`src/hw/irqsl_params.svh`:
```
`ifndef IRQSL_PARAMS_SVH
`define IRQSL_PARAMS_SVH

// ----------------------------------------------------------------
// Register byte addresses
// ----------------------------------------------------------------
`define IRQSL_LAT_ERR_ADDR 32'h0001_AA08
`define IRQSL_LAT_FORCE_ADDR 32'h0001_AA0C
`define IRQSL_LAT_CTRL_ADDR 32'h0001_AA10
`define IRQSL_GLOB_STATUS_ADDR 32'h0001_AC00
`define IRQSL_GLOB_ENABLE_ADDR 32'h0001_AC04

// ----------------------------------------------------------------
// Field positions
// ----------------------------------------------------------------
`define IRQSL_PORT_LSB 16
`define IRQSL_NUM_PORTS 16
`define IRQSL_BIT_RESET_SYM 4
`define IRQSL_BIT_MC_EVENT_SYM 5
`define IRQSL_BIT_SERIAL_MGMT 6
`define IRQSL_BIT_FABRIC_ERR 7
`define IRQSL_BIT_MC_LATENCY 14
`define IRQSL_BIT_AUTO_ISOLATE 0

// ----------------------------------------------------------------
// Reset values and writable masks
// ----------------------------------------------------------------
`define IRQSL_RESET_WORD 32'h0000_0000
`define IRQSL_ENABLE_MASK 32'hFFFF_40F0
`define IRQSL_PORT_MASK 32'hFFFF_0000
`define IRQSL_CTRL_MASK 32'h0000_0001

`endif

```
`src/hw/irqsl_pkg.sv`:
```
package irqsl_pkg;

    // Broadcast buffer activity as seen by the purge logic
    typedef struct packed {
        logic wr_active;
        logic tx_active;
    } irqsl_buf_status_t;

    // Commands back to one broadcast buffer
    typedef struct packed {
        logic flush;
        logic drop_wr;
    } irqsl_buf_cmd_t;

    typedef enum logic {
        PG_IDLE,
        PG_WAIT_TX
    } irqsl_purge_state_t;

endpackage : irqsl_pkg

```
`src/hw/irqsl_port_purge.sv`:
```
`timescale 1ns/1ps

module irqsl_port_purge
    import irqsl_pkg::*;
(
    // Clock and reset
    input wire logic pclk,
    input wire logic presetn,
    // Override event and buffer activity
    input wire logic force_evt,
    input irqsl_buf_status_t status,
    // Buffer commands
    output irqsl_buf_cmd_t cmd
);

    irqsl_purge_state_t state;
    irqsl_purge_state_t next_state;
    logic next_flush;
    logic next_drop_wr;

    // ----------------------------------------------------------------
    // Purge sequencing
    // ----------------------------------------------------------------
    // outgoing packet kept: flush waits until transmission ends
    assign next_flush = (state == PG_IDLE) ? (force_evt && !status.tx_active)
                                           : !status.tx_active;
    // incoming packet dropped until its write finishes
    assign next_drop_wr = status.wr_active && (force_evt || cmd.drop_wr);

    always_comb begin
        next_state = state;
        case (state)
            PG_IDLE: begin
                if (force_evt && status.tx_active) begin
                    next_state = PG_WAIT_TX;
                end
            end
            PG_WAIT_TX: begin
                if (!status.tx_active) begin
                    next_state = PG_IDLE;
                end
            end
            default: begin
                next_state = PG_IDLE;
            end
        endcase
    end

    always_ff @(posedge pclk or negedge presetn) begin
        if (!presetn) begin
            state <= PG_IDLE;
            cmd <= '0;
        end else begin
            state <= next_state;
            cmd.flush <= next_flush;
            cmd.drop_wr <= next_drop_wr;
        end
    end
endmodule : irqsl_port_purge

```
`src/hw/irqsl_top.sv`:
```
// Behaviour
// - Writing 1 to a port override bit sets that port's latency error bit.
// - A forced error flushes all stored data of that port's broadcast buffer.
// - A packet being written into that buffer at the time is discarded too.
// - The packet being sent out of the buffer completes and is kept.
// - With auto isolation on, forced-error ports receive no multicast.
// - Override bit 16 is port 15 down to bit 31 port 0; bits 0-15 read zero.
// - Each 1 written to bits 16-31 makes one override event; 0 does nothing; bits reset 0.
// - Each global status bit is the OR of its source block's requests.
// - Status bit 4 is the OR of reset control symbol interrupts of all ports.
// - Status bit 5 is the OR of multicast-event symbol interrupts of all ports.
// - Status bit 7 flags a fabric transfer error.
// - Status bit 14 is high while any buffer's latency error is set.
// - Status bits 0-3 read zero; the whole status word is read-only.
// - Latency error bits clear on writing 1; with auto isolation on, set bits exclude multicast.
// - Any set latency error bit raises the multicast latency status bit.
// - A request drives the active-low interrupt only when its enable is set.
`timescale 1ns/1ps
`include "irqsl_params.svh"

module irqsl_top
    import irqsl_pkg::*;
(
    // Clock and reset
    input wire logic pclk,
    input wire logic presetn,
    // APB slave
    input wire logic psel,
    input wire logic penable,
    input wire logic pwrite,
    input wire logic [31:0] paddr,
    input wire logic [31:0] pwdata,
    output logic [31:0] prdata,
    output logic pready,
    output logic pslverr,
    // Interrupt sources, index is port number
    input wire logic [15:0] port_irq,
    input wire logic [15:0] reset_symbol_irq,
    input wire logic [15:0] multicast_event_symbol_irq,
    input wire logic [15:0] fabric_transfer_error_irq,
    input wire logic serial_mgmt_irq,
    input wire logic [15:0] latency_expired,
    // Broadcast buffers, index is port number
    input irqsl_buf_status_t [15:0] buf_status,
    output irqsl_buf_cmd_t [15:0] buf_cmd,
    output logic [15:0] mc_deliver_en,
    // Interrupt pin
    output logic irq_n
);

    // ----------------------------------------------------------------
    // Helpers
    // ----------------------------------------------------------------
    // Port p lives at word bit 31 - p
    function automatic logic [31:0] irqsl_place_ports(input logic [15:0] v);
        logic [31:0] w;
        w = 32'h0000_0000;
        for (int p = 0; p < 16; p++) begin
            w[31 - p] = v[p];
        end
        return w;
    endfunction : irqsl_place_ports

    function automatic logic [15:0] irqsl_pick_ports(input logic [31:0] w);
        logic [15:0] v;
        v = 16'h0000;
        for (int p = 0; p < 16; p++) begin
            v[p] = w[31 - p];
        end
        return v;
    endfunction : irqsl_pick_ports

    // ----------------------------------------------------------------
    // State
    // ----------------------------------------------------------------
    logic [15:0] lat_err;
    logic [31:0] glob_enable;
    logic [31:0] glob_status;
    logic auto_isolate_on_latency;

    logic [15:0] next_lat_err;
    logic [31:0] next_glob_status;
    logic [31:0] next_prdata;
    logic [15:0] force_evt;
    logic [15:0] lat_clr;
    logic next_auto_isolate;

    // ----------------------------------------------------------------
    // APB decode
    // ----------------------------------------------------------------
    wire access = psel && penable && !pready;
    wire wr_en = psel && penable && pready && pwrite;
    wire hit_err = (paddr == `IRQSL_LAT_ERR_ADDR);
    wire hit_force = (paddr == `IRQSL_LAT_FORCE_ADDR);
    wire hit_ctrl = (paddr == `IRQSL_LAT_CTRL_ADDR);
    wire hit_status = (paddr == `IRQSL_GLOB_STATUS_ADDR);
    wire hit_enable = (paddr == `IRQSL_GLOB_ENABLE_ADDR);
    wire hit_any = hit_err || hit_force || hit_ctrl || hit_status || hit_enable;

    // Override bits read back as zero: they only ever produce events
    assign next_prdata = !hit_any || pwrite ? `IRQSL_RESET_WORD :
                         hit_err ? irqsl_place_ports(lat_err) :
                         hit_ctrl ? {31'h0000_0000, auto_isolate_on_latency} :
                         hit_status ? glob_status :
                         hit_enable ? glob_enable :
                         `IRQSL_RESET_WORD;

    assign force_evt = (wr_en && hit_force) ? irqsl_pick_ports(pwdata) : 16'h0000;
    assign lat_clr = (wr_en && hit_err) ? irqsl_pick_ports(pwdata) : 16'h0000;
    // Isolation follows a control write at once, so an errored port never leaks a cycle
    assign next_auto_isolate = (wr_en && hit_ctrl) ? pwdata[`IRQSL_BIT_AUTO_ISOLATE]
                                                   : auto_isolate_on_latency;

    // Every access takes exactly three cycles: pready rises on the third
    always_ff @(posedge pclk or negedge presetn) begin
        if (!presetn) begin
            pready <= 1'b0;
            pslverr <= 1'b0;
            prdata <= `IRQSL_RESET_WORD;
        end else begin
            pready <= access;
            pslverr <= access && !hit_any;
            prdata <= access ? next_prdata : `IRQSL_RESET_WORD;
        end
    end

    always_ff @(posedge pclk or negedge presetn) begin
        if (!presetn) begin
            glob_enable <= `IRQSL_RESET_WORD;
            auto_isolate_on_latency <= 1'b0;
        end else if (wr_en && hit_enable) begin
            glob_enable <= pwdata & `IRQSL_ENABLE_MASK;
        end else if (wr_en && hit_ctrl) begin
            auto_isolate_on_latency <= pwdata[`IRQSL_BIT_AUTO_ISOLATE];
        end
    end

    // ----------------------------------------------------------------
    // Latency error bits
    // ----------------------------------------------------------------
    // override sets error; a set always beats a clear
    assign next_lat_err = (lat_err & ~lat_clr) | latency_expired | force_evt;

    always_ff @(posedge pclk or negedge presetn) begin
        if (!presetn) begin
            lat_err <= 16'h0000;
        end else begin
            lat_err <= next_lat_err;
        end
    end

    // ----------------------------------------------------------------
    // Broadcast buffer purge, one sequencer per port
    // ----------------------------------------------------------------
    generate
        for (genvar p = 0; p < 16; p++) begin : g_purge
            irqsl_port_purge u_purge (
                .pclk(pclk),
                .presetn(presetn),
                .force_evt(force_evt[p]),
                .status(buf_status[p]),
                .cmd(buf_cmd[p])
            );
        end
    endgenerate

    always_ff @(posedge pclk or negedge presetn) begin
        if (!presetn) begin
            mc_deliver_en <= 16'hFFFF;
        end else begin
            mc_deliver_en <= next_auto_isolate ? ~next_lat_err : 16'hFFFF;
        end
    end

    // ----------------------------------------------------------------
    // Global status and interrupt pin
    // ----------------------------------------------------------------
    // each bit ORs its source
    always_comb begin
        next_glob_status = irqsl_place_ports(port_irq);
        next_glob_status[`IRQSL_BIT_RESET_SYM] = |reset_symbol_irq;
        next_glob_status[`IRQSL_BIT_MC_EVENT_SYM] = |multicast_event_symbol_irq;
        next_glob_status[`IRQSL_BIT_SERIAL_MGMT] = serial_mgmt_irq;
        next_glob_status[`IRQSL_BIT_FABRIC_ERR] = |fabric_transfer_error_irq;
        next_glob_status[`IRQSL_BIT_MC_LATENCY] = |next_lat_err;
    end

    // port summaries placed by port order
    always_ff @(posedge pclk or negedge presetn) begin
        if (!presetn) begin
            glob_status <= `IRQSL_RESET_WORD;
            irq_n <= 1'b1;
        end else begin
            glob_status <= next_glob_status;
            irq_n <= ~|(glob_status & glob_enable);
        end
    end
endmodule : irqsl_top

```
`config.mk`:
```
export PLATFORM = sky130hd
export DESIGN_NAME = irqsl_top
export DESIGN_NICKNAME = d
export VERILOG_FILES = /design/src/hw/irqsl_pkg.sv /design/src/hw/irqsl_port_purge.sv /design/src/hw/irqsl_top.sv
export VERILOG_INCLUDE_DIRS = /design/src /design/src/hw
export SDC_FILE = /design/constraint.sdc
export NUM_CORES = 1
export LEC_CHECK = 0
export CAP_MARGIN = 0
export CORE_MARGIN = 3
export CORE_UTILIZATION = 35
export CTS_CLUSTER_SIZE = 10
export DETAILED_ROUTE_END_ITERATION = 16
export DONT_BUFFER_PORTS = 1
export PLACE_DENSITY = 0.61
export SETUP_SLACK_MARGIN = 0.4
export SYNTH_ARGS = -nofsm -noshare
export SYNTH_HDL_FRONTEND = slang
export SYNTH_SLANG_ARGS = --single-unit
export TNS_END_PERCENT = 5
```
`constraint.sdc`:
```
create_clock -name pclk -period 2.25 [get_ports pclk]
set_input_delay 0.45 -clock pclk [delete_from_list [all_inputs] [get_ports pclk]]
set_output_delay 0.45 -clock pclk [all_outputs]
set_load 0.005 [all_outputs]
```
* Word level (Yosys, flattened, before mapping)
Cells that the tools add are included.
** Cells by class
- $add $sub $neg :: 0
- Multipliers :: 0
- Divide/modulo/power cells :: 0
- Magnitude comparators :: 0
- Equal/unequal tests :: 5
- Shift-type cells :: 0
- Muxes and demuxes :: 74
- Bitwise operators :: 22
- Reduce and logical (&&, ||, !) cells :: 102
** Operators by type and width (number)
- two-way mux 32 bit :: 6
- equality test 32 x 17 -> 1 bit (second input constant) :: 5
- OR reduction 16 bit :: 4
- logical AND 1 bit :: 57
- two-way mux 1 bit :: 49
- two-way mux 16 bit :: 3
- bitwise AND 32 bit :: 1
- inverter 16 bit :: 2
- OR 16 bit :: 2
- case mux 1 bit (2 select lines) :: 16
- OR reduction 32 bit :: 1
- logical OR 1 bit :: 21
- zero test 1 bit :: 19
- bitwise AND 16 bit :: 1
- inverter 1 bit :: 16
** Word-level totals
- Register bits after elaboration :: 158
- Latch bits :: 0
- Bits in writable memories :: 0
- Memory bits (read-only) :: 0
- Input port bits :: 182
- Word-level logic and storage cells :: 260
- Memories kept :: 0

* Logic depth before layout (Yosys ltp)
Gate-level depths: netlist of run 1.
- Depth in word-level cells :: 11
- Gate-level depth with buffers :: 8

* By module
From an unflattened synthesis of run 1, not the netlist that was laid out.
** Unflattened totals
- Cells, all modules :: 479
- Area, all modules :: 6053.3 sq um
** By module, submodules not included
- irqsl_top :: times used 1, cells an instance 383, area an instance 4451.8 sq um
- irqsl_port_purge :: times used 16, cells an instance 6, area an instance 100.1 sq um

* Least setup slack after synthesis of run 1
OpenSTA, ideal clock, no wires.
- Path type :: input -> register
- From :: in paddr[26]
- To :: reg glob_status[14]
- Setup time :: 0.138 ns
- Arrival time :: 2.248 ns
- Required time :: 2.112 ns
- Path slack :: -0.136 ns
- Cell stages on the path :: 7
- Path through :: nor4b_4 nand4_4 buf_6 or4_1 a221o_1 nor4_2 nand4_1
** On the way
- Word-level cells in the longest chain between the ends :: 8
- Elaborated cells on any way between the ends :: 11
- Classes of those cells :: eq/ne (2); mux (2); bitwise (4); reduce/logical (3)
** RTL lines
- start, declared :: line irqsl_top.sv:31 : input wire logic [31:0] paddr,
- equality test 32 x 17 -> 1 bit (no line)
- logical AND 1 bit :: line irqsl_top.sv:109 : assign lat_clr = (wr_en && hit_err) ? irqsl_pick_ports(pwdata) : 16'h0000;
- two-way mux 16 bit :: line irqsl_top.sv:109
- inverter 16 bit :: line irqsl_top.sv:142 : assign next_lat_err = (lat_err & ~lat_clr) | latency_expired | force_evt;
- bitwise AND 16 bit :: line irqsl_top.sv:142
- OR 16 bit :: line irqsl_top.sv:142
- OR 16 bit (*) :: line irqsl_top.sv:142
- named net next_lat_err[13] :: line irqsl_top.sv:81 : logic [15:0] next_lat_err;
- OR reduction 16 bit (*) :: line irqsl_top.sv:185 : next_glob_status[`IRQSL_BIT_MC_LATENCY] = |next_lat_err;
- named net next_glob_status[14] :: line irqsl_top.sv:82 : logic [31:0] next_glob_status;
- end signal, assigned :: line irqsl_top.sv:191 : glob_status <= `IRQSL_RESET_WORD;
- end signal, assigned :: line irqsl_top.sv:194 : glob_status <= next_glob_status;
- end, declared :: line irqsl_top.sv:78 : logic [31:0] glob_status;
The timed path passes the listed nets; every way through them passes the cells marked *.
A chain may end at the register's enable or synchronous reset.

* Final worst setup path of run 1
- From :: in paddr[6]
- To :: reg glob_status[14]
The elaborated chain is that of the path after synthesis.

==> impl_results.md, run 1 <==
- Clock tree buffer depth: 2
- Period utilization: 100%
- Final net count: 691
- Main area contributors after synthesis: dfrtp_1, dfstp_2, mux2_2
- Fin cells: 743
- Crit path capture type: flop
- Pwr Density: 778 mW/mm^2
- Final setup vio count: 1
- Core area: 0.0166 mm^2
- Final Max Slew Viols: 0
- # port buffers: 0
- Synth area leader: dfrtp_1
- Via count: 4,161
- Synth cell count leaders: dfrtp_1, nor2_1, nand2_1
- Element type at the critical path start: input pin
- Sequential element share of the synthesized area: 62.6%
- Tmin final: 2.26 ns
- Initial antenna violation count: 5
- CTS clock-pin slew for the worst setup and hold paths: 0.06 ns
- Max_cap viols: 0
- R2R depth: 7
- H-Tree Depth: 4
- CP arrival: 2.53 ns
- Chip width: 136 um
- Area growth, synth to finish: 22.0%
- Final hold violation count: 148
- EDFF count, synth: 0
- Top-count cell post-synth: dfrtp_1
- Smallest setup slack after layout: -0.00623 ns
- # DRC: 0
- First-pass GRT wire length: 26,000 um
- Largest net degree at the start of global routing: 149
- Worst-Skew Late Latency: 0.42 ns
- Final ANT Viol Nets: 0
- Synth warnings: 0
- Static Leak: 3.05 nW
- Hold slack final: -0.269 ns
- Vias in the first global route: 4,368
- Initial Utilization: 35.9%
- Die area: 0.0186 mm^2
- Status: finished with violations
- Drt pass-1 iters: 5
- Synthesized instance count: 468
- Std cell rows: 47
- IO Count: 265
- Fraction of layout cells with a size suffix above 1: 30.8%
- Congestion Overflow GR: 0
- Die Y: 136 um
- Avg Inst Size Synth: 12.7 um^2
- CTS Sinks: 148
- RSZ-0062 raised after global routing: yes
- Ys async rst share: 100%
- Root Buffer: clkbuf_16
- Routed vias/inst: 5.60
- Post-Place Cells: 699
- CTS Buf Count: 17
- Post-synth top area share: 55.1%
- Fmax: 443 MHz
- Failing checks: negative hold slack, negative setup slack
- Synth cell types: 41
- Mean routed wirelength per cell: 24.7 um
- Top FF cell, synth: dfrtp_1
- Final Skew: 0.00842 ns
- Worst endpoint required time: 2.53 ns
- CTS tree: yes
- Synth Register Bits: 148
- Crit Path Category: input pin to flop
- GRT Overall Usage: 19.4%
- Syn Std Cell Area: 0.00595 mm^2
- Crit Path Max Fanout: 5
- HPWL Detailed: 12,900 um
- 1st-iter DRT viols: 264
- Worst Hold Class: input pin to asynchronous set/reset pin
- Drt total wl: 18,400 um
- Placer Congestion: 0.830
- VDD IR-drop max: 0.486 mV
cell families after synthesis:
family	after synthesis	synth area share, %
compound gates	61	8.43
buf+inv	27	2.52
flops	148	62.6
mux	43	8.03
other cells	1	0.0630
simple gates	188	18.4
cell type report:
| class | count | area [um^2] |
|---|---|---|
| fillers | 1544 | 9330 |
| flip-flops and latches | 148 | 3720 |
| multi-input cells | 306 | 2330 |
| clock buffers | 21 | 440 |
| repair buffers | 36 | 333 |
| well taps | 220 | 275 |
| clock inverters | 11 | 155 |
| diodes | 1 | 2.50 |
metrics by stage:
step                      power, mW  util, %  instance area, um^2  setup TNS, ns  worst slack (ns)
after floorplan                2.81        -                 6030         -0.121            -0.121
after global placement         2.81     38.6                 6390          -5.12            -0.430
after detailed placement       2.81     38.6                 6390          -9.22            -0.529
after CTS                      5.71     42.8                 7090              0           0.00650
after global routing           5.85     43.8                 7260        -0.0880           -0.0880
final                          5.65     43.8                 7260       -0.00623          -0.00623
worst max-delay path, stage by stage:
cell	delay, ns
nor4_4	0.29
buf_4	0.21
nand4_4	0.18
or4_1	0.56
a221o_1	0.35
nor4_2	0.34
nand4_1	0.14
registers in the layout, summed over array words and instances, names as in the netlist:
signal	count
g_purge.u_purge.cmd	32
prdata	22
glob_enable	21
glob_status	21
g_purge.u_purge.state	16
lat_err	16
mc_deliver_en	16
auto_isolate_on_latency	1
irq_n	1
pready	1
pslverr	1
per-layer routing:
| metal | routed length (um) | global-route usage (%) | vias up |
|---|---|---|---|
| li1 | - | - | 1775 |
| met1 | 6940 | 23.6 | 2077 |
| met2 | 8870 | 30.7 | 258 |
| met3 | 1930 | 8.11 | 43 |
| met4 | 553 | 7.39 | 8 |
| met5 | 63 | 0 | - |
report_power, final:
group / internal (mW) / switching [mW]
Clock: 1.75 / 1.12
Sequential: 2.68 / 0.0103
Combinational: 0.0497 / 0.0336
Total: 4.48 / 1.16
what timing repair did:
item | 4_1_cts | 5_1_grt
resized for setup | 6 | 35
setup endpoints to repair | 59 | 100
gates cloned | 2 | 2
pin swaps | 6 | 22
endpoints found under the hold margin | 148 | 148
setup buffers | 7 | 0
cell usage in the layout, fill, tap and decap left out, types with 4 or more instances in the layout:
master / netlist / layout
nor2_1: 56 / 56
and2_1: 16 / 15
nand4_1: 4 / 4
buf_6: 1 / 8
mux2i_1: 5 / 5
nand2_2: 0 / 14
o21a_1: 17 / 17
dfstp_2: 17 / 17
clkbuf_1: 12 / 4
nor4_4: 2 / 4
clkbuf_16: 0 / 17
clkinvlp_4: 0 / 4
a221o_1: 16 / 16
nor4_2: 2 / 4
buf_4: 10 / 25
nor4_1: 16 / 12
nor2b_1: 16 / 16
a22oi_1: 23 / 23
mux2_2: 35 / 35
nand2_1: 36 / 22
conb_1: 1 / 10
or4_1: 16 / 13
dfrtp_1: 131 / 131
path summary, 6_finish.rpt:
| kind | start | to | slack, ns |
|---|---|---|---|
| worst max-delay path | paddr[6] | glob_status[14] | -0.006 |
| worst min-delay path | presetn | g_purge[0].u_purge.state | -0.27 |
| min in group pclk | port_irq[14] | glob_status[17] | 0.05 |
| max in group asynchronous | presetn | irq_n | 2.25 |
| worst min register to register | g_purge[3].u_purge.state | g_purge[3].u_purge.cmd[1] | 0.49 |
| worst max register to register | pready | glob_status[14] | 0.03 |
Note: power is estimated with default switching activity, not from simulation.
==> inputs of run 2 (changes only) <==
--- a/config.mk
+++ b/config.mk
@@ -6,7 +6,6 @@
 export SDC_FILE = /design/constraint.sdc
 export NUM_CORES = 1
 export LEC_CHECK = 0
-export CAP_MARGIN = 0
 export CORE_MARGIN = 3
 export CORE_UTILIZATION = 35
 export CTS_CLUSTER_SIZE = 10
@@ -16,5 +15,6 @@
 export SETUP_SLACK_MARGIN = 0.4
 export SYNTH_ARGS = -nofsm -noshare
 export SYNTH_HDL_FRONTEND = slang
+export SYNTH_HIERARCHICAL = 1
 export SYNTH_SLANG_ARGS = --single-unit
 export TNS_END_PERCENT = 5
==> impl_results.md, run 2 <==
- Status: finished with violations (unchanged)
- Failing checks: negative hold slack, negative setup slack (unchanged)
- Final core utilization: 49.0% (was 43.8%)
- Syn Std Cell Area: 0.00605 mm^2 (was 0.00595 mm^2)
- Chip width: 138 um (was 136 um)
- Fmax: 440 MHz (was 443 MHz)
- Core area: 0.0168 mm^2 (was 0.0166 mm^2)
- Synth cell count leaders: dfrtp_1, nand3_1, nor4_1, o21a_1, nor2_1 (was dfrtp_1, nor2_1, nand2_1)
- CTS Sinks: 148 (unchanged)
- Initial Utilization: 36.1% (was 35.9%)
- 1st-iter DRT viols: 268 (was 264)
- Routed vias/inst: 5.63 (was 5.60)
- Worst endpoint required time: 2.53 ns (about the same)
- Number of flip-flops in the largest register: 32 (unchanged)
- Congestion Overflow GR: 0 (unchanged)
- Final hold violation count: 147 (was 148)
- Total power: 5.87 mW (was 5.65 mW)
- Via count: 4,407 (was 4,161)
- Tmin final: 2.27 ns (was 2.26 ns)
- RSZ-0062 raised after global routing: yes (unchanged)
- Most frequent cells in the layout: dfrtp_1, buf_4, nand3_1 (was dfrtp_1, nor2_1, mux2_2)
- Top-count cell post-synth: dfrtp_1 (unchanged)
- CTS tree: yes (unchanged)
- Final setup vio count: 1 (unchanged)
- Synth Register Bits: 148 (unchanged)
- Main area contributors after synthesis: dfrtp_1, dfstp_2, o21a_1 (was dfrtp_1, dfstp_2, mux2_2)
- Final Max Slew Viols: 0 (unchanged)
- Pre-CTS setup slack: -0.397 ns (was -0.529 ns)
- Largest Register: g_purge.u_purge/cmd (was g_purge.u_purge.cmd)
- Clock tree buffer depth: 2 (unchanged)
- Fraction of layout cells with a size suffix above 1: 42.1% (was 30.8%)
- VDD IR-drop max: 0.575 mV (was 0.486 mV)
- HPWL Detailed: 13,400 um (was 12,900 um)
- CP arrival: 2.55 ns (was 2.53 ns)
- Reg area: 0.00372 mm^2 (unchanged)
- Worst-Skew Late Latency: 0.42 ns (about the same)
- CTS clock-pin slew for the worst setup and hold paths: 0.06 ns (about the same)
- EDFF count, synth: 0 (unchanged)
- Worst Hold Class: input pin to asynchronous set/reset pin (unchanged)
- Crit path capture type: flop (unchanged)
- Final net count: 732 (was 691)
- Largest regs: g_purge.u_purge/cmd: 32 flops, prdata: 22 flops (was g_purge.u_purge.cmd: 32 flops, prdata: 22 flops)
- Element type at the critical path start: input pin (unchanged)
- Placer Congestion: 0.850 (was 0.830)
- Top FF cell, synth: dfrtp_1 (unchanged)
- N_diodes: 0 (was 1)
- Synth warnings: 6 (was 0)
- Avg Inst Size Synth: 12.6 um^2 (was 12.7 um^2)
- Synthesized instance count: 479 (was 468)
- Largest net degree at the start of global routing: 149 (unchanged)
- Die Y: 138 um (was 136 um)
- Crit Path Category: input pin to flop (unchanged)
- Crit Path Max Fanout: 13 (was 5)
- Die area: 0.0189 mm^2 (was 0.0186 mm^2)
- Post-synth top area share: 54.2% (was 55.1%)
- Commonest non-fill, non-tap cell in the layout: dfrtp_1 (unchanged)
- Fillcell total: 1,478 (was 1,544)
- Final instance area: 0.00821 mm^2 (was 0.00726 mm^2)
- Drt total wl: 19,100 um (was 18,400 um)
- Drt pass-1 iters: 4 (was 5)
- CTS Buf Count: 17 (unchanged)
- Initial antenna violation count: 0 (was 5)
- Max_cap viols: 0 (unchanged)
- Vias in the first global route: 4,616 (was 4,368)
- Smallest setup slack after layout: -0.0228 ns (was -0.00623 ns)
- Std cell rows: 47 (unchanged)
- Multi-input gate area: 0.00281 mm^2 (was 0.00233 mm^2)
- Final Skew: 0.0106 ns (was 0.00842 ns)
- Synth area leader: dfrtp_1 (unchanged)
- First-pass GRT wire length: 26,200 um (was 26,000 um)
- Final ANT Viol Nets: 0 (unchanged)
- Root Buffer: clkbuf_16 (unchanged)
- Area growth, synth to finish: 35.6% (was 22.0%)
- H-Tree Depth: 4 (unchanged)
- Dpl cell area: 0.00672 mm^2 (was 0.00639 mm^2)
- GRT Overall Usage: 18.9% (was 19.4%)
- # DRC: 0 (unchanged)
- # port buffers: 0 (unchanged)
- Synth cell types: 38 (was 41)
- Hold slack final: -0.269 ns (about the same)
- IO Count: 265 (unchanged)
- Mean routed wirelength per cell: 24.4 um (was 24.7 um)
- Period utilization: 101% (was 100%)
- Pwr Density: 715 mW/mm^2 (was 778 mW/mm^2)
- Static Leak: 3.65 nW (was 3.05 nW)
- Sequential element share of the synthesized area: 61.5% (was 62.6%)
- Ys async rst share: 100% (unchanged)
run 2: changes by cell type after synthesis, sizes merged, moves of 6 or more:
cell,change
nand3,+32
nor2,-29
a211o,+16
a221o,-16
and2,-16
nand2,-16
nor2b,-16
nor4,+16
o21ba,+16
o21a,+15
clkbuf,+6
run 2: final timing paths:
kind | start | endpoint | slack (ns) | depth (start not counted)
setup / recovery | paddr[18] | glob_status[14] | -0.02 | 8
hold / removal | presetn | g_purge[7].u_purge/state | -0.27 | 0
setup reg to reg | pready | glob_status[14] | 0.01 | 8
hold reg to reg | g_purge[7].u_purge/state | g_purge[7].u_purge/state | 0.48 | 1
max in group asynchronous | presetn | irq_n | 2.16 | 0
min in group pclk | port_irq[10] | glob_status[21] | 0.06 | 0
run 2: through the flow:
| stage | setup TNS [ns] | cells | hold WS [ns] |
|---|---|---|---|
| after floorplan | -0.0809 | 488 | 0.154 |
| after global placement | -5.78 | 736 | 0.158 |
| after detailed placement | -8.94 | 736 | 0.158 |
| after CTS | 0 | 775 | -0.293 |
| after global routing | -0.0629 | 783 | -0.300 |
| final | -0.0228 | 783 | -0.269 |
run 2: layout make-up:
| class | count | area share (%) |
|---|---|---|
| clock buffers | 20 | 5.32 |
| clock inverters | 12 | 2.52 |
| inverters | 3 | 0.137 |
| multi-input cells | 304 | 34.2 |
| flip-flops and latches | 148 | 45.4 |
| well taps | 220 | 3.35 |
| repair buffers | 76 | 9.07 |
run 2: cell families after synthesis:
group / share of synthesized area, %
compound gates: 12.4
mux: 7.90
buf+inv: 3.16
flops: 61.5
simple gates: 14.9
other cells: 0.0619
run 2: routing by layer:
layer / wire length [um] / share of wire (%) / GRT usage (%)
met3: 2010 / 11 / 9.09
met1: 6930 / 36 / 21.4
met2: 9870 / 52 / 31.9
met5: 0 / 0 / 0
met4: 280 / 1.5 / 5.21
run 2: timing repair:
item,4_1_cts,5_1_grt
hold endpoints to repair,148,148
endpoints found under the setup margin,113,125
cloned,3,1
buffers inserted,4,7
gates resized for setup,16,139
pin swaps,10,40
run 2: worst max-delay path, stage by stage:
cell	delay [ns]
nor4_4	0.26
nand4_2	0.20
buf_12	0.20
or4_4	0.52
a211o_1	0.36
nor4_2	0.30
buf_4	0.16
nand4_1	0.09
run 2: power by group:
group	internal, mW	switching (mW)	leakage [nW]	total (mW)
registers	2.68	0.00987	1.86	2.69
clock network	1.98	1.10	0.309	3.08
logic	0.0516	0.0504	1.48	0.102
total	4.71	1.16	3.65	5.87
==> inputs of run 3 (changes only) <==
--- a/config.mk
+++ b/config.mk
@@ -6,12 +6,12 @@
 export SDC_FILE = /design/constraint.sdc
 export NUM_CORES = 1
 export LEC_CHECK = 0
-export CORE_MARGIN = 3
+export CORE_MARGIN = 2
 export CORE_UTILIZATION = 35
 export CTS_CLUSTER_SIZE = 10
 export DETAILED_ROUTE_END_ITERATION = 16
 export DONT_BUFFER_PORTS = 1
-export PLACE_DENSITY = 0.61
+export PLACE_DENSITY = 0.59
 export SETUP_SLACK_MARGIN = 0.4
 export SYNTH_ARGS = -nofsm -noshare
 export SYNTH_HDL_FRONTEND = slang
==> constraint.sdc (replaced) <==
create_clock -name pclk -period 2.42 [get_ports pclk]
set_input_delay 0.484 -clock pclk [delete_from_list [all_inputs] [get_ports pclk]]
set_output_delay 0.484 -clock pclk [all_outputs]
set_load 0.005 [all_outputs]
==> impl_results.md, run 3 (synthesis gave the netlist of run 2 again) <==
- Status: finished with violations (unchanged)
- Failing checks: negative hold slack (was negative hold slack, negative setup slack)
- Tmin final: 2.32 ns
- Drt total wl: 17,300 um (was 19,100 um)
- Drt pass-1 iters: 4 (unchanged)
- Final Max Slew Viols: 0 (unchanged)
- Largest regs: g_purge.u_purge/cmd: 32 flops, prdata: 22 flops (unchanged)
- Core area: 0.0171 mm^2 (was 0.0168 mm^2)
- Reg-to-reg startpoint: pready (unchanged)
- CTS Buf Count: 17 (unchanged)
- Fmax: 431 MHz
- Final Skew: 0.00735 ns (was 0.0106 ns)
- Fraction of layout cells with a size suffix above 1: 25.7% (was 42.1%)
- Worst endpoint required time: 2.70 ns (was 2.53 ns)
- HPWL Detailed: 13,100 um (was 13,400 um)
- Die area: 0.0184 mm^2 (was 0.0189 mm^2)
- Most frequent cells in the layout: dfrtp_1, buf_4, nand3_1 (unchanged)
- Largest Register: g_purge.u_purge/cmd (unchanged)
- # DRC: 0 (unchanged)
- Worst Hold Class: input pin to asynchronous set/reset pin (unchanged)
- Clock tree buffer depth: 2 (unchanged)
- Reg2Reg Setup Slack: 0.10 ns (was 0.01 ns)
- Final setup vio count: 0 (was 1)
- Root Buffer: clkbuf_16 (unchanged)
- Worst-Skew Late Latency: 0.43 ns (was 0.42 ns)
- Max_cap viols: 0 (unchanged)
- Slew margin rel.: 62.5%
- Static Leak: 3.28 nW (was 3.65 nW)
- # port buffers: 0 (unchanged)
- Largest net degree at the start of global routing: 149 (unchanged)
- Std cell rows: 48 (was 47)
- CTS Sinks: 148 (unchanged)
- Vias in the first global route: 4,464 (was 4,616)
- Crit path capture type: flop (unchanged)
- Worst slew pin tran: 0.557 ns
- RSZ-0062 raised after global routing: yes (unchanged)
- Crit Path Max Fanout: 7 (was 13)
- GRT Overall Usage: 19.1% (was 18.9%)
- Worst setup path start: pready (was paddr[18])
- First-pass GRT wire length: 25,400 um (was 26,200 um)
- CTS tree: yes (unchanged)
- Chip width: 136 um (was 138 um)
- Crit Path Category: flop to flop (was input pin to flop)
- Hold slack final: -0.247 ns (was -0.269 ns)
- Worst Setup EP: glob_status[14] (unchanged)
- Final net count: 721 (was 732)
- Final ANT Viol Nets: 0 (unchanged)
- R2R depth: 9 (was 8)
- Commonest non-fill, non-tap cell in the layout: dfrtp_1 (unchanged)
- Element type at the critical path start: flop (was input pin)
- Mean routed wirelength per cell: 22.2 um (was 24.4 um)
- IO Count: 265 (unchanged)
- CTS clock-pin slew for the worst setup and hold paths: 0.06 ns (about the same)
- N_diodes: 0 (unchanged)
- Pwr Density: 702 mW/mm^2 (was 715 mW/mm^2)
- Critical R2R Capture: glob_status[14] (unchanged)
- VDD IR-drop max: 0.457 mV (was 0.575 mV)
- Fin cells: 777 (was 783)
- Via count: 4,216 (was 4,407)
- Final hold violation count: 148 (was 147)
- Period utilization: 95.9%
- Congestion Overflow GR: 0 (unchanged)
- Die Y: 136 um (was 138 um)
- CP arrival: 2.60 ns (was 2.55 ns)
- Initial antenna violation count: 1 (was 0)
- Area growth, synth to finish: 22.0% (was 35.6%)
- 1st-iter DRT viols: 191 (was 268)
- Number of flip-flops in the largest register: 32 (unchanged)
- Placer Congestion: 0.837 (was 0.850)
- Routed vias/inst: 5.43 (was 5.63)
- Initial Utilization: 35.4% (was 36.1%)
- Post-Place Cells: 744 (was 736)
- H-Tree Depth: 4 (unchanged)
- Setup TNS Final: 0 ns (was -0.0228 ns)
[run 3: final cells by class]
type                    instances  area [um^2]
multi-input cells             302         2220
fillers                      1619         9730
well taps                     225          282
repair buffers                 67          566
inverters                       3         11.3
clock buffers                  20          437
clock inverters                12          143
flip-flops and latches        148         3720
[run 3: power breakdown]
part / switching, mW / total (mW) / internal [mW]
clock network: 1.06 / 2.60 / 1.54
logic: 0.0375 / 0.0872 / 0.0497
registers: 0.0101 / 2.50 / 2.49
total: 1.11 / 5.19 / 4.08
[run 3: worst max-delay path: stages, from the launching register on]
cell and delay [ns]:
dfrtp_1 0.34, and4_4 0.22, buf_12 0.12, buf_4 0.11, nand3_1 0.07, or4_1 0.41, a211o_1 0.30, nor4_2 0.35
buf_4 0.17, nand4_1 0.09
[run 3: how the worst min path moves through the flow]
stage	startpoint	endpoint	slack, ns	cells past startpoint
floorplan	presetn	auto_isolate_on_latency	0.19	0
global placement	presetn	g_purge[3].u_purge/cmd[1]	0.19	0
detailed placement	presetn	g_purge[3].u_purge/cmd[1]	0.19	0
CTS	presetn	lat_err[13]	-0.27	0
global route	presetn	glob_status[18]	-0.26	0
finish	presetn	glob_enable[29]	-0.25	0
[run 3: routing by layer]
| metal | part of all wire, % | vias to the layer above | global-route usage (%) |
|---|---|---|---|
| li1 | - | 1905 | - |
| met1 | 38 | 2099 | 21.7 |
| met2 | 50 | 186 | 31.8 |
| met3 | 9.3 | 24 | 7.63 |
| met4 | 2.3 | 2 | 8.16 |
| met5 | 0.093 | - | 0 |
[run 3: repair_timing]
item	CTS	global route
cloned	0	0
setup buffers	1	0
setup endpoints to repair	26	57
endpoints found under the hold margin	148	148
pin swaps	3	3
gates resized for setup	2	2
[run 3: through the flow]
stage                     hold WS [ns]  power [mW]  util (%)  worst slack [ns]  cell area, um^2
after floorplan                  0.188        2.63         -            0.0551             6140
after global placement           0.193        2.63      39.6            -0.357             6770
after detailed placement         0.192        2.63      39.6            -0.329             6770
after CTS                       -0.271        5.26      43.0             0.115             7370
after global routing            -0.263        5.36      43.1            0.0387             7380
final                           -0.247        5.19      43.1             0.100             7380
